## src/core/i2c_port_cfg.svh

```systemverilog
// Constants of the serial register port: offsets, bit positions, resets
// and timing. Assumes the includer works at the system clock rate below.
`ifndef I2C_PORT_CFG_SVH
`define I2C_PORT_CFG_SVH

// ----------------------------------------------------------------------
// Bus address and register offsets
// ----------------------------------------------------------------------
`define DEV_ADDR        7'h34
`define REG_ID          8'h00
`define REG_INT_STATUS  8'h01
`define REG_TALLY       8'h02
`define REG_QUEUE_FIRST 8'h03
`define REG_QUEUE_LAST  8'h12
`define REG_INT_MODE    8'h3D
`define REG_INT_MASK    8'h3E

// ----------------------------------------------------------------------
// Field positions, reset values and queue depth
// ----------------------------------------------------------------------
`define BIT_EVENT       0
`define BIT_INPUT       1
`define BIT_OVERFLOW    2
`define BIT_REPULSE     0
`define MASK_RESET      8'h00
`define MODE_RESET      8'h00
`define QUEUE_DEPTH     5'h10

// ----------------------------------------------------------------------
// Timing
// ----------------------------------------------------------------------
`define CLK_MHZ         40
`define SCL_MAX_KHZ     1000
`define REPULSE_US      50
`define DEFER_MAX_US    23

`endif

```

## src/core/i2c_port_pkg.sv

```systemverilog
// Types shared by the serial register port.
// Assumes nothing of its surroundings.
package i2c_port_pkg;

    typedef enum logic [2:0] {
        ST_IDLE,
        ST_ADDR,
        ST_PTR,
        ST_WR,
        ST_ACK,
        ST_RD,
        ST_MACK
    } port_state_t;

endpackage

```

## src/core/reg_bus_if.sv

```systemverilog
// Carrier between the port controller and its register store.
// Assumes one clock shared by both ends.
`timescale 1ns/1ps

interface reg_bus_if #(parameter int AW = 6);
    logic          wr_en;
    logic [AW-1:0] wr_addr;
    logic [7:0]    wr_data;
    logic [AW-1:0] rd_addr;
    logic [7:0]    rd_data;

    modport ctl (output wr_en, output wr_addr, output wr_data,
                 output rd_addr, input rd_data);
    modport mem (input wr_en, input wr_addr, input wr_data,
                 input rd_addr, output rd_data);
endinterface

```

## src/core/reg_store.sv

```systemverilog
// Byte-wide register store with one write port and a registered read.
// Assumes the controller keeps rd_addr steady a cycle before use.
`timescale 1ns/1ps

module reg_store #(
    parameter int AW = 6
) (
    input wire logic clk,    // System clock
    input wire logic rst_n,  // Asynchronous reset, active low
    reg_bus_if.mem   bus     // Store port
);
    logic [7:0] mem_q [2**AW];
    logic [7:0] rd_q;

    always_ff @(posedge clk) begin
        if (bus.wr_en) begin
            mem_q[bus.wr_addr] <= bus.wr_data;
        end
    end

    always_ff @(posedge clk or negedge rst_n) begin
        if (!rst_n) begin
            rd_q <= 8'h00;
        end else begin
            rd_q <= mem_q[bus.rd_addr];
        end
    end

    assign bus.rd_data = rd_q;
endmodule

```

## src/core/i2c_register_port.sv

```systemverilog
// Serial register port: bus slave, event queue deferral, interrupt pin.
// Assumes SCL/SDA arrive from pins; event and input flags from own clock.
//
// Notes on behaviour
// - all registers reachable, SCL up to 1 MHz
// - answer only slave address 0x34
// - acknowledge matching address, pointer, data bytes
// - multibyte write stores then advances pointer
// - return pointed byte, advance after each
// - queue and tally updates wait during access
// - queue update may trail interrupt by 23us
// - interrupt pin low when enabled source active
// - register 0x3E masks sources onto pin
// - 0x3D selects hold or 50us release
// - any input interrupt sets input_change_flag
// - tally at 0x02 counts recorded queue entries
`timescale 1ns/1ps
`include "i2c_port_cfg.svh"

module i2c_register_port
    import i2c_port_pkg::*;
#(
    parameter int         GPI_N = 10,     // Input interrupt lines
    parameter logic [7:0] ID_VALUE = 8'hA5 // Arbitrary identity value
) (
    input  wire logic             CLK_SYS,           // 40 MHz clock
    input  wire logic             RSTN,              // Async reset, low
    input  wire logic             SCL_IN,            // Serial clock pin
    input  wire logic             SDA_IN,            // Serial data pin in
    output wire logic             SDA_OUT,           // Data drive level
    output wire logic             SDA_OE,            // Data pulls low
    output wire logic             INT_OUT,           // Interrupt level
    output wire logic             INT_OE,            // Interrupt pulls low
    input  wire logic             EVT_PUSH,          // New event pulse
    input  wire logic [7:0]       EVT_CODE,          // Event state and id
    input  wire logic [GPI_N-1:0] INPUT_CHANGE_FLAG_IN,        // Input interrupts
    output wire logic             HOLD_UPDATES,      // Queue access busy
    output wire logic [4:0]       QUEUE_ENTRY_TALLY, // Recorded entries
    output wire logic [2:0]       INT_STATUS         // Sticky flags
);
    localparam int REPULSE_CYC = `REPULSE_US * `CLK_MHZ;

    // ------------------------------------------------------------------
    // Address classes
    // ------------------------------------------------------------------
    function automatic logic in_zone(input logic [7:0] a);
        in_zone = (a >= `REG_TALLY) && (a <= `REG_QUEUE_LAST);
    endfunction

    function automatic logic read_only(input logic [7:0] a);
        read_only = (a == `REG_ID) || in_zone(a);
    endfunction

    // ------------------------------------------------------------------
    // Pin synchronisers
    // ------------------------------------------------------------------
    logic scl_m_q, scl_s_q, scl_p_q;
    logic sda_m_q, sda_s_q, sda_p_q;

    // Fast-mode plus leaves 10+ system cycles per SCL level
    always_ff @(posedge CLK_SYS or negedge RSTN) begin
        if (!RSTN) begin
            {scl_m_q, scl_s_q, scl_p_q} <= 3'h7;
            {sda_m_q, sda_s_q, sda_p_q} <= 3'h7;
        end else begin
            {scl_p_q, scl_s_q, scl_m_q} <= {scl_s_q, scl_m_q, SCL_IN};
            {sda_p_q, sda_s_q, sda_m_q} <= {sda_s_q, sda_m_q, SDA_IN};
        end
    end

    wire scl_rise = scl_s_q & ~scl_p_q;
    wire scl_fall = ~scl_s_q & scl_p_q;
    wire bus_start = scl_s_q & scl_p_q & sda_p_q & ~sda_s_q;
    wire bus_stop = scl_s_q & scl_p_q & ~sda_p_q & sda_s_q;

    // ------------------------------------------------------------------
    // Serial state
    // ------------------------------------------------------------------
    port_state_t st_q;
    port_state_t nxt_q;
    logic [7:0]  sh_q;
    logic [3:0]  cnt_q;
    logic [7:0]  ptr_q;
    logic        sda_oe_q;
    logic        nack_q;
    logic        sel_q;
    logic [7:0]  rdata_w;

    reg_bus_if #(.AW(6)) bus ();

    reg_store #(.AW(6)) u_store (
        .clk   (CLK_SYS),
        .rst_n (RSTN),
        .bus   (bus)
    );

    wire byte_end = scl_fall && (cnt_q == 4'h8);
    wire addr_hit = (sh_q[7:1] == `DEV_ADDR);
    wire byte_w = (st_q == ST_WR) && byte_end;
    wire rd_done = (st_q == ST_RD) && scl_fall && (cnt_q == 4'h7);

    always_ff @(posedge CLK_SYS or negedge RSTN) begin
        if (!RSTN) begin
            st_q     <= ST_IDLE;
            nxt_q    <= ST_IDLE;
            sh_q     <= 8'h00;
            cnt_q    <= 4'h0;
            ptr_q    <= 8'h00;
            sda_oe_q <= 1'b0;
            nack_q   <= 1'b0;
            sel_q    <= 1'b0;
        end else if (bus_stop) begin
            st_q     <= ST_IDLE;
            sda_oe_q <= 1'b0;
            sel_q    <= 1'b0;
        end else if (bus_start) begin
            st_q     <= ST_ADDR;
            cnt_q    <= 4'h0;
            sda_oe_q <= 1'b0;
        end else begin
            unique case (st_q)
                ST_IDLE: begin
                    sda_oe_q <= 1'b0;
                end
                ST_ADDR, ST_PTR, ST_WR: begin
                    if (scl_rise && cnt_q != 4'h8) begin
                        sh_q  <= {sh_q[6:0], sda_s_q};
                        cnt_q <= cnt_q + 4'h1;
                    end else if (byte_end) begin
                        sda_oe_q <= 1'b1;
                        st_q     <= ST_ACK;
                        if (st_q == ST_ADDR) begin
                            sda_oe_q <= addr_hit;
                            st_q     <= addr_hit ? ST_ACK : ST_IDLE;
                            sel_q    <= addr_hit;
                            nxt_q    <= sh_q[0] ? ST_RD : ST_PTR;
                        end else if (st_q == ST_PTR) begin
                            ptr_q <= sh_q;
                            nxt_q <= ST_WR;
                        end else begin
                            ptr_q <= ptr_q + 8'h01;
                            nxt_q <= ST_WR;
                        end
                    end
                end
                ST_ACK: begin
                    if (scl_fall) begin
                        cnt_q <= 4'h0;
                        if (nxt_q == ST_RD) begin
                            sh_q     <= rdata_w;
                            sda_oe_q <= ~rdata_w[7];
                        end else begin
                            sda_oe_q <= 1'b0;
                        end
                        st_q <= nxt_q;
                    end
                end
                ST_RD: begin
                    if (rd_done) begin
                        sda_oe_q <= 1'b0;
                        st_q     <= ST_MACK;
                        ptr_q    <= ptr_q + 8'h01;
                    end else if (scl_fall) begin
                        sh_q     <= {sh_q[6:0], 1'b0};
                        sda_oe_q <= ~sh_q[6];
                        cnt_q    <= cnt_q + 4'h1;
                    end
                end
                ST_MACK: begin
                    if (scl_rise) begin
                        nack_q <= sda_s_q;
                    end else if (scl_fall) begin
                        // Not-acknowledge ends the read until the next start
                        st_q     <= nack_q ? ST_IDLE : ST_RD;
                        sh_q     <= rdata_w;
                        sda_oe_q <= ~nack_q & ~rdata_w[7];
                        cnt_q    <= 4'h0;
                    end
                end
            endcase
        end
    end

    // ------------------------------------------------------------------
    // Register file around the store
    // ------------------------------------------------------------------
    logic [2:0] status_q;
    logic [4:0] tally_q;
    logic [7:0] mask_q;
    logic [7:0] mode_q;
    logic       hold_q;
    logic       pend_q;
    logic [7:0] pend_code_q;
    logic [GPI_N-1:0] gpi_q;

    wire in_map = (ptr_q[7:6] == 2'b00);
    wire host_we = byte_w && in_map && !read_only(ptr_q)
        && (ptr_q != `REG_INT_STATUS) && (ptr_q != `REG_INT_MODE)
        && (ptr_q != `REG_INT_MASK);
    wire w1c = byte_w && (ptr_q == `REG_INT_STATUS);
    wire [2:0] clr_w = w1c ? sh_q[2:0] : 3'h0;
    wire apply_w = pend_q && !hold_q && !host_we;
    wire room = tally_q < `QUEUE_DEPTH;
    wire [7:0] slot = `REG_QUEUE_FIRST + {3'h0, tally_q};
    wire [GPI_N-1:0] gpi_rise = INPUT_CHANGE_FLAG_IN & ~gpi_q;
    wire [2:0] set_w;

    assign set_w[`BIT_EVENT] = EVT_PUSH;
    assign set_w[`BIT_INPUT] = |gpi_rise;
    assign set_w[`BIT_OVERFLOW] = apply_w && !room;

    assign bus.wr_en = host_we || (apply_w && room);
    assign bus.wr_addr = host_we ? ptr_q[5:0] : slot[5:0];
    assign bus.wr_data = host_we ? sh_q : pend_code_q;
    assign bus.rd_addr = ptr_q[5:0];

    assign rdata_w =
        (ptr_q == `REG_ID)         ? ID_VALUE :
        (ptr_q == `REG_INT_STATUS) ? {5'h00, status_q} :
        (ptr_q == `REG_TALLY)      ? {3'h0, tally_q} :
        (ptr_q == `REG_INT_MODE)   ? mode_q :
        (ptr_q == `REG_INT_MASK)   ? mask_q :
        in_map                     ? bus.rd_data : 8'h00;

    always_ff @(posedge CLK_SYS or negedge RSTN) begin
        if (!RSTN) begin
            status_q <= 3'h0;
            mask_q   <= `MASK_RESET;
            mode_q   <= `MODE_RESET;
            gpi_q    <= '0;
            hold_q   <= 1'b0;
        end else begin
            status_q <= (status_q & ~clr_w) | set_w; // Set beats clear
            if (byte_w && ptr_q == `REG_INT_MASK) mask_q <= sh_q;
            if (byte_w && ptr_q == `REG_INT_MODE) mode_q <= sh_q;
            gpi_q  <= INPUT_CHANGE_FLAG_IN;
            hold_q <= sel_q && in_zone(ptr_q);
        end
    end

    // Flag raised at once; entry lands once the host lets go
    always_ff @(posedge CLK_SYS or negedge RSTN) begin
        if (!RSTN) begin
            pend_q      <= 1'b0;
            pend_code_q <= 8'h00;
            tally_q     <= 5'h00;
        end else begin
            if (EVT_PUSH) begin
                pend_q      <= 1'b1;
                pend_code_q <= EVT_CODE;
            end else if (apply_w) begin
                pend_q <= 1'b0;
            end
            if (apply_w && room) begin
                tally_q <= tally_q + 5'h01;
            end else if (clr_w[`BIT_EVENT]) begin
                tally_q <= 5'h00;
            end
        end
    end

    // ------------------------------------------------------------------
    // Interrupt pin
    // ------------------------------------------------------------------
    logic [2:0]  src_q;
    logic [11:0] gap_q;

    wire [2:0] src_w = status_q & mask_q[2:0];
    wire int_act = |src_w;
    wire gap_go = mode_q[`BIT_REPULSE] && int_act && |(src_q & ~src_w);

    always_ff @(posedge CLK_SYS or negedge RSTN) begin
        if (!RSTN) begin
            src_q <= 3'h0;
            gap_q <= 12'h000;
        end else begin
            src_q <= src_w;
            if (gap_go) begin
                gap_q <= 12'(REPULSE_CYC);
            end else if (gap_q != 12'h000) begin
                gap_q <= gap_q - 12'h001;
            end
        end
    end

    assign INT_OUT = 1'b0;
    assign INT_OE = int_act && (gap_q == 12'h000) && !gap_go;
    assign SDA_OUT = 1'b0;
    assign SDA_OE = sda_oe_q;
    assign HOLD_UPDATES = hold_q;
    assign QUEUE_ENTRY_TALLY = tally_q;
    assign INT_STATUS = status_q;
endmodule

```

## config.mk

```make
export PLATFORM = sky130hd
export DESIGN_NAME = i2c_register_port
export DESIGN_NICKNAME = d
export VERILOG_FILES = /design/src/core/i2c_port_pkg.sv /design/src/core/reg_bus_if.sv /design/src/core/reg_store.sv /design/src/core/i2c_register_port.sv
export VERILOG_INCLUDE_DIRS = /design/src /design/src/core
export SDC_FILE = /design/constraint.sdc
export NUM_CORES = 1
export LEC_CHECK = 0
export ABC_AREA = 1
export BUFFER_PORTS_ARGS = -buffer_cell sky130_fd_sc_hd__clkbuf_2
export CELL_PAD_IN_SITES_DETAIL_PLACEMENT = 0
export CELL_PAD_IN_SITES_GLOBAL_PLACEMENT = 1
export CORE_ASPECT_RATIO = 1.5
export CORE_MARGIN = 10
export CORE_UTILIZATION = 53
export CTS_CLUSTER_DIAMETER = 200
export CTS_CLUSTER_SIZE = 14
export DETAILED_ROUTE_END_ITERATION = 12
export PLACE_DENSITY = 0.93
export SLEW_MARGIN = 20
export SYNTH_ARGS = -nofsm -noshare
export SYNTH_HDL_FRONTEND = slang
export SYNTH_HIERARCHICAL = 1
export SYNTH_SLANG_ARGS = --single-unit
```

## constraint.sdc

```tcl
create_clock -name CLK_SYS -period 6.2 [get_ports CLK_SYS]
set_input_delay 1.24 -clock CLK_SYS [delete_from_list [all_inputs] [get_ports CLK_SYS]]
set_output_delay 1.24 -clock CLK_SYS [all_outputs]
set_load 0.01 [all_outputs]
```

==> results of run 1 <==
report_power, final:
part / switching (W) / internal [W] / leakage (nW) / total (W)
Clock: 0.00133 / 0.00144 / 0.635 / 0.00277
Sequential: 0.000227 / 0.00480 / 5.93 / 0.00503
Combinational: 0.00284 / 0.000961 / 4.35 / 0.00381
Total: 0.00440 / 0.00720 / 10.9 / 0.0116
how the worst max path moves through the flow:
stage,from,endpoint,depth (start not counted)
2_1_floorplan,cnt_q[0],u_store/mem_q[0][0],11
3_3_place_gp,ptr_q[1],u_store/mem_q[61][3],13
3_5_place_dp,ptr_q[1],u_store/mem_q[61][6],13
4_1_cts,ptr_q[1],u_store/mem_q[61][7],13
5_1_grt,ptr_q[1],u_store/mem_q[15][1],13
6_report,ptr_q[1],u_store/mem_q[23][1],13
state kept, by name, summed over array words and instances (netlist names), 4 cells and up:
name and count:
u_store/mem_q 512, gap_q 12, gpi_q 10, mask_q 8, mode_q 8, pend_code_q 8, ptr_q 8, sh_q 8
u_store/bus.rd_data 8, QUEUE_ENTRY_TALLY 5, cnt_q 4
placed cells by master (no fill, tap or decap), drive strengths merged, types with 9 or more instances in the layout:
cell / n
ha: 9
buf: 18
nor2: 131
nand2: 866
inv: 117
dfrtp: 96
nand4: 12
nor3: 19
nand3: 485
edfxtp: 512
a21oi: 31
o21ai: 77
clkbuf: 98
area by class of cell:
class | instances | area [µm²] | area share, %
Clock inverter | 3 | 21.3 | 0.0752
Multi-Input combinational cell | 1666 | 7440 | 26.3
Tap cell | 663 | 830 | 2.93
Clock buffer | 66 | 1290 | 4.56
Sequential cell | 614 | 17900 | 63.5
Inverter | 118 | 453 | 1.60
Timing Repair Buffer | 50 | 299 | 1.06
cell families (layout without fill, tap and decap cells):
group           count (synthesis)  in the layout  share of synthesized area (%)
compound gates                129            129                           2.60
xor+xnor                        8              8                          0.264
fa+ha+maj                       9              9                          0.424
buf+inv                       241            237                           4.75
flops                         614            614                           67.6
other cells                     1              2                         0.0141
simple gates                 1518           1518                           24.4
per-stage QoR:
stage,area (µm²),setup slack [ns]
floorplan,26500,2.62
global placement,27000,1.49
detailed placement,27000,1.30
CTS,28300,1.27
global route,28300,0.956
finish,28300,1.34
per-layer routing:
layer / routed length (µm) / track usage, %
met5: 0 / 0
met4: 4190 / 13.1
met3: 4360 / 2.71
met2: 34000 / 39.4
met1: 24700 / 25.9
==> impl_metrics.toml, run 1 <==
[outcome]
outcome = "finished, final reports clean"

[synthesis]
synth_area_um2 = 26500
synthCells = 2520
ys_async_sr_fraction_pct = 16.6
post-synth-top-area-cell = "edfxtp_1"
synth_edf_count = 512
ys_seq_elements = 614
netlist_top_cells_area = "edfxtp_1 (58%), nand2_1 (12%), nand3_1 (9.1%)"
synth.most_common_cell = "nand2_1"
yosysSeqAreaShare_pct = 67.6
ys_warn_count = 6
synth_top_area_share_pct = 57.9
synth-main-ff-cell = "edfxtp_1"
synthTopCellsByCount = "nand2_1 (863), edfxtp_1 (512), nand3_1 (482)"
avgSynthCellArea_um2 = 10.5
synth_cell_type_count = 44

[timing]
hold_ws_ns = 0.358
fmaxAchievable_ghz = 0.206
rsz0062_at_grt = "no"
finalSetupViolations = 0
hold_viol = 0
tightest_slew_ns = 1.10
period_share_pct = 78.4
skew_ns = 0.0161
finalSetupTns_ns = 0
max-slew-margin-rel_pct = 26.3
drv_slew = 0
min_period_ns = 4.86

[clock_tree]
cts_tree = "yes"
cts-root-buf = "clkbuf_16"
cts_htree_levels = 2
clkLatencyLatePin_ns = 0.58
clockBufferDepth = 3
cts-buffers-inserted = 49
clk_pin_slew_ns = 0.07
clock_sinks = 614
cts_hold_buf = 0
cts_setup_buffers = 0
cts.repair.resized = 0

[power_and_ir_drop]
ir_worst_vdd_v = 0.000246
p_total_w = 0.0116
p_leak_nw = 10.9
p_per_area_nw_per_um2 = 410

[critical_path]
r2r_setup_slack_ns = 1.34
cp-end-kind = "register"
cp_slowest_cell = "dfrtp_4"
cp.arrival_ns = 5.07
worstSetupPathType = "reg -> reg"
critPathBufInv = 4
crit_family = "simple AND/OR/NAND/NOR gates"
worstReg2RegStart = "ptr_q[1]"
worst-path-max-fanout = 67
cp-start-kind = "register"
slowest_delay_ns = 0.91
cp_common_cell = "nand2_1"
crit_required_ns = 6.40
rr_endpoint = "u_store/mem_q[23][1]"
rr_worst_depth = 13
cp_cell_sequence = "buf_4, nand2_1, inv_1, o21ai_0, nand3_1, nand2_1, inv_2, nand2_4, o21ai_1, inv_1, nor3_1, nand2_1, nor2_1"

[die]
die_y_um = 294
num_rows = 100
core_um2 = 49500
ios = 36
die_w_um = 203
die_area_um2 = 59600
start_util_pct = 53.6

[place]
routabilityCongestion = 0.901
place_hpwl_mm = 42.7
dp.cells = 3111
io_buffer_count = 33

[route]
drt_wl_total_mm = 67.2
wire_per_inst_um = 21.1
antenna_left = 0
vias_per_cell = 5.75
dr.pass1.iters = 8
vias = 18300
drc = 0
drt_iter0_drc = 1678

[grt]
grt_pass1_vias = 17900
antenna_found_initial = 0
grt_first_pass_wirelength_mm = 103
gr-total-overflow = 0
grt_max_degree = 129
track_usage_pct = 22.4

[job]
cap_violations = 0

[finish]
fin_nets = 2531
area_delta_synth_final_pct = 6.55
drive_above_1_share_pct = 5.84
fin_cells = 3180
diodes = 0
fillers = 4101
utilization_pct = 57.1

[worst_hold_path]
holdCritPathClass = "reg -> reg"
holdCritStartpoint = "sda_m_q"
min_path_cells = 0
whs_endpoint = "sda_s_q"
Note: power is estimated with default switching activity, not from simulation.
==> inputs of run 2 (changes only) <==
--- a/config.mk
+++ b/config.mk
@@ -6,7 +6,7 @@
 export SDC_FILE = /design/constraint.sdc
 export NUM_CORES = 1
 export LEC_CHECK = 0
-export ABC_AREA = 1
+export ABC_AREA = 0
 export BUFFER_PORTS_ARGS = -buffer_cell sky130_fd_sc_hd__clkbuf_2
 export CELL_PAD_IN_SITES_DETAIL_PLACEMENT = 0
 export CELL_PAD_IN_SITES_GLOBAL_PLACEMENT = 1
@@ -16,7 +16,7 @@
 export CTS_CLUSTER_DIAMETER = 200
 export CTS_CLUSTER_SIZE = 14
 export DETAILED_ROUTE_END_ITERATION = 12
-export PLACE_DENSITY = 0.93
+export PLACE_DENSITY = 0.87
 export SLEW_MARGIN = 20
 export SYNTH_ARGS = -nofsm -noshare
 export SYNTH_HDL_FRONTEND = slang
==> constraint.sdc (replaced) <==
create_clock -name CLK_SYS -period 4.8 [get_ports CLK_SYS]
set_input_delay 0.96 -clock CLK_SYS [delete_from_list [all_inputs] [get_ports CLK_SYS]]
set_output_delay 0.96 -clock CLK_SYS [all_outputs]
set_load 0.01 [all_outputs]
==> run 2 against run 1 <==
Effect of this change: core utilization rose by 1.5 points; setup slack got worse by 0.72 ns; global-route usage fell by 1.4 points; synthesized cell count fell by 41%; clock skew rose by 0.021 ns; highest routed layer unchanged.
==> impl_metrics.toml, run 2 <==
[synthesis]
ys_async_sr_fraction_pct = 16.6
avgSynthCellArea_um2 = 17.1
post-synth-top-area-cell = "edfxtp_1"
synth_cell_type_count = 71
synthCells = 1483
synth.most_common_cell = "edfxtp_1"
synth_top_area_share_pct = 60.6
synth-main-ff-cell = "edfxtp_1"
netlist_top_cells_area = "edfxtp_1 (61%), mux4_2 (12%), dfrtp_1 (9.5%)"
synthTopCellsByCount = "edfxtp_1 (512), mux4_2 (134), nor2_1 (106)"
yosysSeqAreaShare_pct = 70.6
synth_edf_count = 512
ys_seq_elements = 614
ys_warn_count = 6
synth_area_um2 = 25400

[clock_tree]
cts-root-buf = "clkbuf_16"
clkLatencyLatePin_ns = 0.60
cts_hold_buf = 0
clockBufferDepth = 3
clk_pin_slew_ns = 0.08
cts_htree_levels = 2
cts_setup_buffers = 0
cts_tree = "yes"
cts.repair.resized = 0
cts-buffers-inserted = 49
clock_sinks = 614

[finish]
area_delta_synth_final_pct = 9.82
largest_reg_flops = 512
mostFrequentLayoutCells = "edfxtp_1 (512), mux4_2 (134), nor2_1 (106)"
final_common_cell = "edfxtp_1"
top_regs = "u_store/mem_q (512), gap_q (12), gpi_q (10)"
largest-register = "u_store/mem_q"
diodes = 0
fillers = 3410
drive_above_1_share_pct = 23.3
fin_nets = 1594
fin_cells = 2180

[timing]
setup_ws_ns = 0.621
fmaxAchievable_ghz = 0.239
min_period_ns = 4.18
hold_viol = 0
finalSetupTns_ns = 0
period_share_pct = 87.1
tightest_slew_ns = 1.10
skew_ns = 0.0368
hold_ws_ns = 0.360
max-slew-margin-rel_pct = 26.0
finalSetupViolations = 0
drv_slew = 0
rsz0062_at_grt = "no"

[critical_path]
crit_required_ns = 5.07
critPathLaunch = "ptr_q[0]"
worstSetupPathType = "reg -> reg"
cp_common_cell = "buf_4"
r2r_setup_slack_ns = 0.62
slowest_delay_ns = 0.70
cp-start-kind = "register"
rr_endpoint = "u_store/mem_q[34][4]"
cp_cell_sequence = "inv_1, ha_1, buf_4, a221o_1, a2111oi_4, buf_4, mux2i_1, nand2_1, or3_1, nor3_1, buf_4"
worst-path-max-fanout = 19
cp.arrival_ns = 4.45
worstReg2RegStart = "ptr_q[0]"
cp-end-kind = "register"
rr_worst_depth = 11
cp_slowest_cell = "mux2i_1"
cp-endpoint = "u_store/mem_q[34][4]"

[die]
die_area_um2 = 57200
die_y_um = 288
start_util_pct = 53.4
die_w_um = 199
ios = 36
core_um2 = 47600
num_rows = 98

[place]
io_buffer_count = 33
place_hpwl_mm = 38.1
dpl_worst_slack_ns = 0.702
routabilityCongestion = 0.884
dp.cells = 2111

[grt]
grt_pass1_vias = 14200
track_usage_pct = 21.0
grt_first_pass_wirelength_mm = 90.2
antenna_found_initial = 0
grt_max_degree = 65
gr-total-overflow = 0

[power_and_ir_drop]
p_total_w = 0.0113
p_per_area_nw_per_um2 = 405
ir_worst_vdd_v = 0.000243
p_leak_nw = 9.22

[route]
drc = 0
drt_iter0_drc = 1450
drt_wl_total_mm = 59.0
antenna_left = 0
vias_per_cell = 6.39
vias = 13900
dr.pass1.iters = 5
wire_per_inst_um = 27.1

[outcome]
outcome = "finished, final reports clean"

[worst_hold_path]
holdCritPathClass = "reg -> reg"

[job]
cap_violations = 0
## run 2: through the flow
stage / area [µm²] / util [%]
finish: 27900 / 58.6
global placement: 26500 / 55.8
floorplan: 25400 / -
global route: 27900 / 58.6
detailed placement: 26500 / 55.8
CTS: 27900 / 58.6
## run 2: power breakdown
group          total (W)  internal, W  switching (W)
Sequential       0.00637      0.00613       0.000240
Combinational    0.00131     0.000398       0.000913
Clock            0.00362      0.00186        0.00176
## run 2: final cells by class
class,count,area (µm²),area share (%)
clock buffer,65,1290,4.61
clock inverter,4,45.0,0.162
inverter,34,128,0.458
sequential,614,17900,64.4
multi-input combinational,749,6950,24.9
timing repair buffer,114,776,2.78
tap,600,751,2.69
## run 2: critical path: cells and delay by family, from the launching register on
kind                     cells  cell delay [ns]
AO/OA/AOI/OAI                2             0.87
adder cells (fa/ha/maj)      1             0.21
buffers and inverters        4             0.78
flip-flops                   1             0.43
multiplexers                 1             0.70
AND/OR/NAND/NOR              3             0.86
## run 2: layer usage
layer  global-route usage [%]  vias up  share of wire [%]
li1                         -     6003                  -
met1                     24.9     7155                 35
met2                     37.7      636                 54
met3                     2.86      133                6.6
met4                     8.22        0                4.2
met5                        0        -                  0
## run 2: worst min-delay path by stage
stage                     startpoint  endpoint  cells after the start  slack [ns]
after global routing         sda_m_q   sda_s_q                      0        0.37
after CTS                    sda_m_q   sda_s_q                      0        0.36
after floorplan              scl_m_q   scl_s_q                      0        0.35
after detailed placement     sda_m_q   sda_s_q                      0        0.35
final                        sda_m_q   sda_s_q                      0        0.36
after global placement       sda_m_q   sda_s_q                      0        0.35
## run 2: cell families (layout without fill, tap and decap cells)
group           after synthesis  after routing  synth area share [%]
xor+xnor                     12             12                 0.414
mux                         200            200                  14.7
other cells                   1              2                0.0148
fa+ha+maj                     9              9                 0.444
flops                       614            614                  70.6
buf+inv                     121            217                  2.20
simple gates                321            321                  6.24
compound gates              205            205                  5.35
==> inputs of run 3 (changes only) <==
--- a/config.mk
+++ b/config.mk
@@ -10,7 +10,7 @@
 export BUFFER_PORTS_ARGS = -buffer_cell sky130_fd_sc_hd__clkbuf_2
 export CELL_PAD_IN_SITES_DETAIL_PLACEMENT = 0
 export CELL_PAD_IN_SITES_GLOBAL_PLACEMENT = 1
-export CORE_ASPECT_RATIO = 1.5
+export CORE_ASPECT_RATIO = 2
 export CORE_MARGIN = 10
 export CORE_UTILIZATION = 53
 export CTS_CLUSTER_DIAMETER = 200
==> run 3 against run 2 <==
Effect of this change: clock skew down 0.015 ns; global-route usage up 0.41 points; sequential share of layout area up 0.18 points; cell count up 0.64%; first-iteration DRC count down 6.7%; core utilization down 0.087 points; cell area down 0.30%.
==> impl_metrics.toml, run 3 (synthesized netlist as in run 2, its figures left out) <==
[timing]
rsz0062_at_grt = "no"
fmaxAchievable_ghz = 0.240
min_period_ns = 4.17
drv_slew = 0
period_share_pct = 86.8
finalSetupViolations = 0
hold_viol = 0
skew_ns = 0.0221
tightest_slew_ns = 1.11
finalSetupTns_ns = 0
max-slew-margin-rel_pct = 25.9

[power_and_ir_drop]
p_seq_share_pct = 55.6
ir_worst_vdd_v = 0.000301
swShare_pct = 25.9
power.share.clock_pct = 32.0
internal_power_w = 0.00846
p_per_area_nw_per_um2 = 411
p_leak_nw = 9.12
p_total_w = 0.0114
netSwitchingPower_w = 0.00296
combPwrFrac_pct = 12.4

[finish]
largest-register = "u_store/mem_q"
fin_cells = 2194
drive_above_1_share_pct = 22.3
seq_area_um2 = 17900
largest_reg_flops = 512
mostFrequentLayoutCells = "edfxtp_1 (512), mux4_2 (134), nor2_1 (106)"
area_delta_synth_final_pct = 9.49
fillers = 3465
final_common_cell = "edfxtp_1"
diodes = 0
utilization_pct = 58.5
fin_area_um2 = 27800
fin_nets = 1575
multi_input_area_um2 = 6940
top_regs = "u_store/mem_q (512), gap_q (12), gpi_q (10)"

[place]
placedInstanceArea_um2 = 26400
dp.cells = 2124
place_hpwl_mm = 41.2
routabilityCongestion = 0.920
io_buffer_count = 33

[clock_tree]
cts_hold_buf = 0
cts.repair.resized = 0
cts-buffers-inserted = 49
cts_setup_buffers = 0
cts-root-buf = "clkbuf_16"
clock_sinks = 614
cts_tree = "yes"
cts_htree_levels = 2
clockBufferDepth = 3
clk_pin_slew_ns = 0.08
clkLatencyLatePin_ns = 0.59

[die]
ios = 36
die_w_um = 175
start_util_pct = 53.4
core_um2 = 47500
die_area_um2 = 57600
die_y_um = 330
num_rows = 113

[grt]
track_usage_pct = 21.4
grt_first_pass_wirelength_mm = 92.2
grt_max_degree = 68
grt_pass1_vias = 14400
antenna_found_initial = 1
gr-total-overflow = 0

[route]
antenna_left = 0
vias_per_cell = 6.38
drt_wl_total_mm = 61.2
vias = 14000
dr.pass1.iters = 5
drc = 0
wire_per_inst_um = 27.9
drt_iter0_drc = 1353

[critical_path]
cp-end-kind = "register"
cp.arrival_ns = 4.37
cp-start-kind = "register"
worst-path-max-fanout = 15
worstSetupPathType = "reg -> reg"
crit_required_ns = 5.01

[worst_hold_path]
holdCritPathClass = "reg -> reg"

[job]
cap_violations = 0

[outcome]
outcome = "finished, final reports clean"
-- run 3: cell types whose count changed in the layout (fill, tap and decap cells not counted), sizes merged --
cell and change:
buf -19, clkbuf +3, clkinv -2
-- run 3: per-stage QoR --
stage,setup WS (ns),hold WS (ns)
floorplan,-0.201,0.345
global placement,0.878,0.345
detailed placement,0.740,0.347
CTS,0.677,0.356
global route,0.481,0.361
finish,0.634,0.354
-- run 3: power groups by stage --
stage | clock (W) | combinational (W) | sequential [W]
final | 0.00365 | 0.00142 | 0.00635
after floorplan | 0 | 0.000828 | 0.00636
after global routing | 0.00391 | 0.00152 | 0.00637
after global placement | 0 | 0.00137 | 0.00644
after CTS | 0.00370 | 0.00141 | 0.00635
after detailed placement | 0 | 0.00140 | 0.00646
-- run 3: final timing paths --
kind                       slack [ns]  startpoint  depth (start not counted)                   end
min                              0.35     sda_m_q                          0               sda_s_q
min reg2reg                      0.35     sda_m_q                          0               sda_s_q
min in group asynchronous        0.47        RSTN                          1               st_q[2]
max reg2reg                      0.63    ptr_q[5]                         10  u_store/mem_q[13][4]
max                              0.63    ptr_q[5]                         10  u_store/mem_q[13][4]
max in group asynchronous        3.29        RSTN                          2              gap_q[8]
-- run 3: cell type report --
class                      instances  share of cell area [%]
timing repair buffer              95                    2.32
sequential                       614                    64.6
inverter                          34                   0.459
clock buffer                      68                    4.82
tap                              632                    2.84
multi-input combinational        749                    25.0
clock inverter                     2                  0.0450
-- run 3: worst max-delay path, cell delays in order (launching register included) --
cell,delay (ns)
dfrtp_1,0.54
and4_1,0.47
a221o_1,0.40
a2111oi_4,0.35
buf_4,0.25
nand2_1,0.06
o21ai_0,0.11
buf_4,0.18
nor2b_1,0.37
nand3_1,0.38
nor2_1,0.66
-- run 3: routing by layer --
layer	wire [µm]	track usage, %	vias to the layer above
met4	4290	13.9	0
li1	-	-	5979
met2	33900	39.5	611
met1	19700	22.3	7219
met3	3370	2.66	192
met5	0	0	-
